===== config.mk =====
export PLATFORM = sky130hd
export DESIGN_NAME = ficr_regs
export DESIGN_NICKNAME = d
export VERILOG_FILES = /design/src/design/ficr_pkg.sv /design/src/design/ficr_timer_if.sv /design/src/design/ficr_init_timer.sv /design/src/design/ficr_regs.sv
export SDC_FILE = /design/constraint.sdc
export NUM_CORES = 1
export LEC_CHECK = 0
export BUFFER_PORTS_ARGS = -buffer_cell sky130_fd_sc_hd__clkbuf_2
export CORE_MARGIN = 1
export CORE_UTILIZATION = 51
export DETAILED_ROUTE_END_ITERATION = 8
export PLACE_DENSITY = 0.89
export RECOVER_POWER = 100
export SLEW_MARGIN = 0
export SYNTH_ARGS = -nofsm -noshare
export SYNTH_HDL_FRONTEND = slang
export SYNTH_SLANG_ARGS = --single-unit

===== constraint.sdc =====
create_clock -name clock -period 2.2 [get_ports clock]
set_input_delay 0.33 -clock clock [delete_from_list [all_inputs] [get_ports clock]]
set_output_delay 0.33 -clock clock [all_outputs]
set_load 0.01 [all_outputs]

===== src/design/ficr_pkg.sv =====
// Constants for the fail-safe, init timer and CRC reference register block
// What this block does
// RULE1 - In fail-safe state, bit 4 set applies one-fail-all-fail to outputs.
// RULE2 - Init timer length comes from the 4-bit code in bits 3-0.
// RULE3 - 8-bit read/write CRC reference, loaded from EEPROM at reset.
// RULE4 - Factory CRC reference is 1Bh for base part, 75h for alternate.
// RULE5 - Software never changes unlisted control-area offsets; they stay reserved.
// RULE6 - Init timer codes 8h to Fh continue the descending time sequence.
package ficr_pkg;

	// Clock and time base
	localparam int CLOCK_PERIOD_NS = 40;
	localparam int TICK_NS         = 1000;
	localparam int US_CYCLES       = (TICK_NS + CLOCK_PERIOD_NS - 1) / CLOCK_PERIOD_NS;

	// Register indices; byte address is four times the index
	localparam logic [7:0] IDX_CFG    = 8'h86;
	localparam logic [7:0] IDX_CRC    = 8'h87;
	localparam logic [7:0] IDX_STATUS = 8'hA0;
	localparam logic [7:0] IDX_CTRL   = 8'hA1;

	// Bus widths
	localparam int ADDR_W = 10;
	localparam int DATA_W = 32;

	// Configuration register fields
	localparam int ONE_FAIL_ALL_FAIL_ENABLE_BIT     = 4;
	localparam int CODE_LSB     = 0;
	localparam int CODE_W       = 4;
	localparam logic [7:0] CFG_MASK = 8'h1F;

	// Status register fields
	localparam int ST_BUSY  = 0;
	localparam int ST_DONE  = 1;
	localparam int ST_MATCH = 2;
	localparam int ST_FS    = 3;
	localparam int ST_ONE_FAIL_ALL_FAIL_ENABLE  = 4;

	// Control register fields
	localparam int CT_RESTART = 0;

	// Reset values before the EEPROM image is taken
	localparam logic [7:0] CFG_RESET = 8'h00;
	localparam logic [7:0] CRC_RESET = 8'h00;

	// Factory CRC reference per part variant
	localparam logic [7:0] CRC_FACTORY_BASE = 8'h1B;
	localparam logic [7:0] CRC_FACTORY_ALT  = 8'h75;

	// Init timer lengths in microseconds, indexed by code
	localparam int TIME_W = 16;
	localparam logic [TIME_W-1:0] INIT_TIME_US [16] = '{
		16'h0000, 16'hC350, 16'h4E20, 16'h2710,
		16'h1388, 16'h07D0, 16'h03E8, 16'h01F4,
		16'h00C8, 16'h0064, 16'h0032, 16'h0014,
		16'h000A, 16'h0005, 16'h0002, 16'h0001
	};

endpackage


===== src/design/ficr_timer_if.sv =====
// Start and status signals between register block and init timer
`timescale 1ns/1ps
`default_nettype none
interface ficr_timer_if;
	import ficr_pkg::*;

	logic              start;
	logic [CODE_W-1:0] code;
	logic              busy;
	logic              done;

	modport ctrl (output start, output code, input busy, input done);
	modport tmr  (input start, input code, output busy, output done);
endinterface
`default_nettype wire


===== src/design/ficr_init_timer.sv =====
// Initialization timer driven by a one-microsecond enable
`timescale 1ns/1ps
`default_nettype none
module ficr_init_timer
	import ficr_pkg::*;
#(
	parameter int TICK_CYCLES = US_CYCLES
)
(
	// Clock and reset
	input  wire logic  clock,
	input  wire logic  nrst,
	// Control side
	ficr_timer_if.tmr  tif
);

	typedef enum logic {FICR_IDLE, FICR_RUN} ficr_tstate_e;

	ficr_tstate_e       state_q;
	ficr_tstate_e       state_d;
	logic [TIME_W-1:0]  cnt_q;
	logic [TIME_W-1:0]  cnt_d;
	logic [15:0]        div_q;
	logic [15:0]        div_d;
	logic               done_q;
	logic               done_d;
	logic               tick;
	logic [TIME_W-1:0]  load;

	assign load = INIT_TIME_US[tif.code];   // [RULE2] [RULE6]
	assign tick = (div_q == 16'(TICK_CYCLES - 1));

	always_comb
	begin
		state_d = state_q;
		cnt_d   = cnt_q;
		div_d   = div_q;
		done_d  = done_q;
		if (tif.start)
		begin
			div_d = 16'h0000;
			cnt_d = load;
			if (load == 16'h0000)
			begin
				state_d = FICR_IDLE;
				done_d  = 1'b1;
			end
			else
			begin
				state_d = FICR_RUN;
				done_d  = 1'b0;
			end
		end
		else
		begin
			case (state_q)
				FICR_RUN:
				begin
					div_d = tick ? 16'h0000 : div_q + 16'h0001;
					if (tick)
					begin
						cnt_d = cnt_q - 16'h0001;
						if (cnt_q == 16'h0001)
						begin
							state_d = FICR_IDLE;
							done_d  = 1'b1;
						end
					end
				end
				default:
				begin
					div_d = 16'h0000;
				end
			endcase
		end
	end

	always_ff @(posedge clock or negedge nrst)
	begin
		if (!nrst)
		begin
			state_q <= FICR_IDLE;
			cnt_q   <= '0;
			div_q   <= 16'h0000;
			done_q  <= 1'b0;
		end
		else
		begin
			state_q <= state_d;
			cnt_q   <= cnt_d;
			div_q   <= div_d;
			done_q  <= done_d;
		end
	end

	assign tif.busy = (state_q == FICR_RUN);
	assign tif.done = done_q;

endmodule
`default_nettype wire


===== src/design/ficr_regs.sv =====
// Fail-safe, init timer and CRC reference registers with Avalon-MM slave
`timescale 1ns/1ps
`default_nettype none
module ficr_regs
	import ficr_pkg::*;
#(
	parameter int CHANNELS    = 24,
	parameter bit VARIANT_ALT = 1'b0,
	parameter int TICK_CYCLES = US_CYCLES
)
(
	// Clock and reset
	input  wire logic                clock,
	input  wire logic                nrst,
	// Avalon-MM slave
	input  wire logic [ADDR_W-1:0]   avs_address,
	input  wire logic                avs_read,
	input  wire logic                avs_write,
	input  wire logic [DATA_W-1:0]   avs_writedata,
	input  wire logic [3:0]          avs_byteenable,
	output logic      [DATA_W-1:0]   avs_readdata,
	output logic                     avs_waitrequest,
	// EEPROM image
	input  wire logic [7:0]          eep_cfg,
	input  wire logic [7:0]          eep_crc,
	// Fail-safe and channels
	input  wire logic                failsafe_state,
	input  wire logic [CHANNELS-1:0] chan_fault,
	output logic      [CHANNELS-1:0] chan_off,
	output logic                     one_fail_all_fail_enable_active,
	output logic                     one_fail_all_fail_enable,
	output logic      [CODE_W-1:0]   init_timer_code
);

	localparam logic [ADDR_W-1:0] ADDR_CFG    = {IDX_CFG, 2'b00};
	localparam logic [ADDR_W-1:0] ADDR_CRC    = {IDX_CRC, 2'b00};
	localparam logic [ADDR_W-1:0] ADDR_STATUS = {IDX_STATUS, 2'b00};
	localparam logic [ADDR_W-1:0] ADDR_CTRL   = {IDX_CTRL, 2'b00};
	localparam logic [7:0] CRC_FACTORY = VARIANT_ALT ? CRC_FACTORY_ALT : CRC_FACTORY_BASE;

	ficr_timer_if tif ();

	// Register state
	logic [7:0]          cfg_q;
	logic [7:0]          cfg_d;
	logic [7:0]          crc_q;
	logic [7:0]          crc_d;
	logic                load_pend_q;
	logic                start_q;
	logic                start_d;
	// Bus state
	logic                wait_q;
	logic                wait_d;
	logic [DATA_W-1:0]   rdata_q;
	logic [DATA_W-1:0]   rdata_d;
	// Channel state
	logic [CHANNELS-1:0] off_q;
	logic [CHANNELS-1:0] off_d;
	logic                one_fail_all_fail_enable_act_q;
	logic                one_fail_all_fail_enable_act_d;

	logic                req;
	logic                wr_commit;
	logic                any_fault;
	logic                crc_match;
	logic [7:0]          status;

	assign req       = (avs_read || avs_write) && !load_pend_q;
	assign wr_commit = avs_write && !wait_q && avs_byteenable[0];
	assign any_fault = |chan_fault;
	assign crc_match = (crc_q == CRC_FACTORY);   // [RULE4]

	always_comb
	begin
		status           = 8'h00;
		status[ST_BUSY]  = tif.busy;
		status[ST_DONE]  = tif.done;
		status[ST_MATCH] = crc_match;
		status[ST_FS]    = failsafe_state;
		status[ST_ONE_FAIL_ALL_FAIL_ENABLE]  = one_fail_all_fail_enable_act_q;
	end

	// Configuration and CRC reference
	always_comb
	begin
		cfg_d   = cfg_q;
		crc_d   = crc_q;
		start_d = 1'b0;
		if (load_pend_q)
		begin
			cfg_d   = eep_cfg & CFG_MASK;   // [RULE1] [RULE2]
			crc_d   = eep_crc;              // [RULE3]
			start_d = 1'b1;
		end
		else if (wr_commit)
		begin
			if (avs_address == ADDR_CFG)
			begin
				cfg_d = avs_writedata[7:0] & CFG_MASK;
			end
			else if (avs_address == ADDR_CRC)
			begin
				crc_d = avs_writedata[7:0];   // [RULE3]
			end
			else if (avs_address == ADDR_CTRL)
			begin
				start_d = avs_writedata[CT_RESTART];
			end
			// Other offsets take no write [RULE5]
		end
	end

	always_ff @(posedge clock or negedge nrst)
	begin
		if (!nrst)
		begin
			cfg_q       <= CFG_RESET;
			crc_q       <= CRC_RESET;
			start_q     <= 1'b0;
			load_pend_q <= 1'b1;
		end
		else
		begin
			cfg_q       <= cfg_d;
			crc_q       <= crc_d;
			start_q     <= start_d;
			load_pend_q <= 1'b0;
		end
	end

	assign tif.start = start_q;
	assign tif.code  = cfg_q[CODE_LSB +: CODE_W];   // [RULE2]

	// Bus answer: waitrequest drops for one cycle per request
	always_comb
	begin
		wait_d  = 1'b1;
		rdata_d = rdata_q;
		if (req && wait_q)
		begin
			wait_d  = 1'b0;
			rdata_d = '0;
			if (avs_address == ADDR_CFG)
			begin
				rdata_d[7:0] = cfg_q & CFG_MASK;
			end
			else if (avs_address == ADDR_CRC)
			begin
				rdata_d[7:0] = crc_q;
			end
			else if (avs_address == ADDR_STATUS)
			begin
				rdata_d[7:0] = status;
			end
		end
	end

	always_ff @(posedge clock or negedge nrst)
	begin
		if (!nrst)
		begin
			wait_q  <= 1'b1;
			rdata_q <= '0;
		end
		else
		begin
			wait_q  <= wait_d;
			rdata_q <= rdata_d;
		end
	end

	// Channel shut-off in fail-safe state
	assign one_fail_all_fail_enable_act_d = failsafe_state && cfg_q[ONE_FAIL_ALL_FAIL_ENABLE_BIT];   // [RULE1]

	generate
		for (genvar i = 0; i < CHANNELS; i++)
		begin : g_chan
			always_comb
			begin
				off_d[i] = 1'b0;
				if (failsafe_state)
				begin
					off_d[i] = chan_fault[i] || (one_fail_all_fail_enable_act_d && any_fault);   // [RULE1]
				end
			end
		end
	endgenerate

	always_ff @(posedge clock or negedge nrst)
	begin
		if (!nrst)
		begin
			off_q      <= '0;
			one_fail_all_fail_enable_act_q <= 1'b0;
		end
		else
		begin
			off_q      <= off_d;
			one_fail_all_fail_enable_act_q <= one_fail_all_fail_enable_act_d;
		end
	end

	assign avs_readdata             = rdata_q;
	assign avs_waitrequest          = wait_q;
	assign chan_off                 = off_q;
	assign one_fail_all_fail_enable_active              = one_fail_all_fail_enable_act_q;
	assign one_fail_all_fail_enable = cfg_q[ONE_FAIL_ALL_FAIL_ENABLE_BIT];
	assign init_timer_code          = cfg_q[CODE_LSB +: CODE_W];

	ficr_init_timer #(
		.TICK_CYCLES (TICK_CYCLES)
	) u_timer (
		.clock (clock),
		.nrst  (nrst),
		.tif   (tif.tmr)
	);

	// Helper: cycles since last timer start
	logic [31:0] run_cnt_q;
	logic [3:0]  run_code_q;

	always_ff @(posedge clock or negedge nrst)
	begin
		if (!nrst)
		begin
			run_cnt_q  <= '0;
			run_code_q <= '0;
		end
		else if (start_q)
		begin
			run_cnt_q  <= 32'h0000_0001;
			run_code_q <= tif.code;
		end
		else
		begin
			run_cnt_q  <= run_cnt_q + 32'h0000_0001;
			run_code_q <= run_code_q;
		end
	end
endmodule
`default_nettype wire


==> results.py <==
metrics = {
    "timing": {
        "maxSlewViolCount": 0,
        "min_period_ns": 2.013,
        "setup_viol": 0,
        "hold_ws_ns": 0.1624,
        "hold_violations": 0,
        "slew_headroom_pct": 37.33,
        "rsz0062_at_grt": "false",
        "fin_skew_ns": 0.01386,
        "fin_tns_setup_ns": 0,
        "period_share_pct": 91.48,
        "tightest_slew_ns": 0.9400,
        "fmax_mhz": 496.9,
        "fin_ws_ns": 0.1874,
    },
    "final_layout": {
        "fillers": 693,
        "final_cell_mix": "nand2_1 (82), dfrtp_1 (81), clkbuf_2 (61), clkbuf_1 (46), nor2_1 (31)",
        "final_common_cell": "nand2_1",
        "final_nets": 681,
        "seq_area_sq_mm": 0.002079,
        "fin_area_sq_mm": 0.005219,
        "n_antenna_cell": 0,
        "areaGrowthSynthToFinish_pct": 16.25,
        "drive_gt1_share_pct": 16.64,
        "multi_input_area_sq_mm": 0.002195,
    },
    "logic_synthesis": {
        "ys_seq_area_share_pct": 46.32,
        "synth_top_area_cell": "dfrtp_1",
        "yosys.area_share.simple_pct": 25.11,
        "ys_ff_latch": 83,
        "synth.distinct_cells": 61,
        "synth_compound_area_share_pct": 11.37,
        "synth_top_family_by_area": "simple AND/OR/NAND/NOR gates",
        "synth_mux_area_share_pct": 3.846,
        "syn_area_per_cell_sq_um": 9.531,
        "ys_warn_count": 0,
        "synthTopCellsByArea": "dfrtp_1 (45%), nand2_1 (6.9%), buf_4 (4.0%)",
        "async_flop_share_pct": 100.0,
        "synth_fa_ha_area_share_pct": 3.344,
        "synthesis.instances": 471,
        "synth.top_cell.area_share_pct": 45.15,
        "synth_edf_count": 0,
        "synthXorXnorAreaFrac_pct": 3.122,
        "syn_area_sq_mm": 0.004489,
        "synth_flop_cell": "dfrtp_1",
    },
    "global_routing": {
        "grt_pass1_vias": 3955,
        "grt_pass1_wl_um": 18210,
        "grt_max_degree": 42,
        "grt-ovfl-total": 0,
        "grtUsageTotal_pct": 26.15,
        "antenna_found_initial": 0,
    },
    "detailed_routing": {
        "route.detailed.drc": 0,
        "drt_pre_antenna_iters": 5,
        "vias": 4052,
        "ant_nets": 0,
        "wire_per_inst_um": 16.26,
        "drtIter0Drc": 334,
        "totalWireLength_um": 11180,
        "vias_per_cell": 5.890,
    },
    "hold_path": {
        "hold_path.class": "input pin to register",
    },
    "place": {
        "place.gp.congestion": 0.8480,
        "dp.final_hpwl_um": 8137,
        "place_ws_ns": 0.1770,
        "placed_area_sq_mm": 0.005070,
        "port_buffers": 99,
    },
    "setup_path": {
        "end_kind": "register",
        "crit_path_start_kind": "register",
        "cp_slowest_cell": "or4_1",
        "max_stage_delay_ns": 0.57,
        "cp_top_family": "simple AND/OR/NAND/NOR gates",
        "cp.arrival_ns": 2.31,
        "cp.required_ns": 2.49,
        "cp_max_fo": 15,
        "path_cells": "inv_1, ha_1, nor4b_4, nand4_4, or4_1, a31oi_1",
        "crit_buf_inv": 1,
        "critPathKind": "register to register",
    },
    "floorplanning": {
        "die_x_um": 95.82,
        "num_io_pins": 154,
        "fp.coreArea_sq_mm": 0.008382,
        "die-area_sq_mm": 0.009181,
        "die_h_um": 95.82,
        "start_util_pct": 53.56,
        "num_rows": 33,
    },
    "pwr": {
        "power-per-cell-area_mw_per_mm2": 668.1,
        "p_leak_nw": 2.463,
        "peakVddDrop_mv": 0.4374,
    },
    "run_status": {
        "outcome": "complete, no violations",
    },
    "clock_tree": {
        "cts_htree_levels": 3,
        "clk_latency_ns": 0.37,
        "cts_tree": "done",
        "numCtsBuffers": 9,
        "clock-sinks": 83,
        "cts-root-buf": "clkbuf_8",
        "clock_path_buffers": 2,
        "clk_pin_slew_worst_paths_ns": 0.10,
    },
    "run": {
        "timing.max_cap.violations": 0,
    },
}
-- flip-flops by register name (all words and copies together), names as in the netlist, 5 cells and up --
name           cells
chan_off          24
u_timer.cnt_q     16
u_timer.div_q     16
avs_readdata       8
crc_q              8
cfg_q              5
-- repair_timing --
action / in CTS / in global routing
resized for setup: 0 / 0
hold endpoints to repair: 26 / 0
buffers inserted: 0 / 2
hold buffers: 1 / 0
endpoints found under the setup margin: 0 / 1
-- kinds of logic (layout without fill, tap and decap cells) --
logic type | Yosys count | after routing
buffers and inverters | 57 | 145
flip-flops | 83 | 83
AND/OR/NAND/NOR | 211 | 211
multiplexers | 17 | 17
XOR/XNOR | 16 | 16
other | 1 | 25
AO/OA/AOI/OAI | 74 | 74
adder cells (fa/ha/maj) | 12 | 12
-- final cells by class --
class / instances / share of cell area (%)
clock buffers: 10 / 2.637
clock inverters: 6 / 1.510
inverters: 13 / 0.9350
multi-input cells: 355 / 42.05
flip-flops and latches: 83 / 39.85
well taps: 105 / 2.517
repair buffers: 116 / 10.50
-- per-layer routing --
metal | global-route usage, % | vias up | wire (um)
li1 | - | 1860 | -
met1 | 32.75 | 1943 | 4434
met2 | 43.81 | 219 | 5644
met3 | 4.186 | 30 | 809
met4 | 13.31 | 0 | 295
met5 | 0 | - | 0
-- synthesized netlist by cell type (5+ instances only) --
library cell  instances
xnor2_1              14
inv_1                12
a22o_1                7
or4_1                 6
o31ai_1               5
nand2_1              82
nor3_1               11
nor4_1               18
o31a_1                5
ha_1                 12
o21ai_0              22
nor2_1               31
a31oi_1               6
a22oi_1               5
mux2i_1              15
clkbuf_1             19
nand4_1               8
dfrtp_1              81
buf_4                24
nand3_1              13
or3_1                 5
nor2b_1               5
-- worst reg2reg max path, delay by kind of cell, from the launching register on --
kind | cells | cell delay, ns
compound gates | 1 | 0.17
fa+ha+maj | 1 | 0.14
buf+inv | 1 | 0.08
flops | 1 | 0.43
simple gates | 3 | 1.13
-- power breakdown --
part / switching [mW] / internal (mW) / leakage, nW
clock network: 0.626 / 0.582 / 0.111
registers: 0.108 / 1.63 / 1.05
logic: 0.330 / 0.211 / 1.30
-- final timing paths --
kind	startpoint	endpoint	slack (ns)	depth (start not counted)
worst max-delay path	u_timer.div_q[0]$_DFF_PN0_	u_timer.cnt_q[12]$_DFFE_PN0P_	0.19	6
worst min-delay path	eep_crc[7]	crc_q[7]$_DFFE_PN0P_	0.16	3
worst max register to register	u_timer.div_q[0]$_DFF_PN0_	u_timer.cnt_q[12]$_DFFE_PN0P_	0.19	6
worst min register to register	u_timer.div_q[0]$_DFF_PN0_	u_timer.div_q[0]$_DFF_PN0_	0.52	1
max in group asynchronous	nrst	u_timer.div_q[8]$_DFF_PN0_	0.55	3
min in group asynchronous	nrst	u_timer.cnt_q[15]$_DFFE_PN0P_	0.41	2
-- per-stage QoR --
| stage | power (mW) | util, % | std cells |
|---|---|---|---|
| after floorplan | 2.088 | - | 495 |
| after global placement | 2.288 | 60.49 | 669 |
| after detailed placement | 2.321 | 60.49 | 669 |
| after CTS | 3.506 | 63.19 | 686 |
| after global routing | 3.626 | 62.26 | 688 |
| final | 3.486 | 62.26 | 688 |
(Power assumes the default switching activity.)
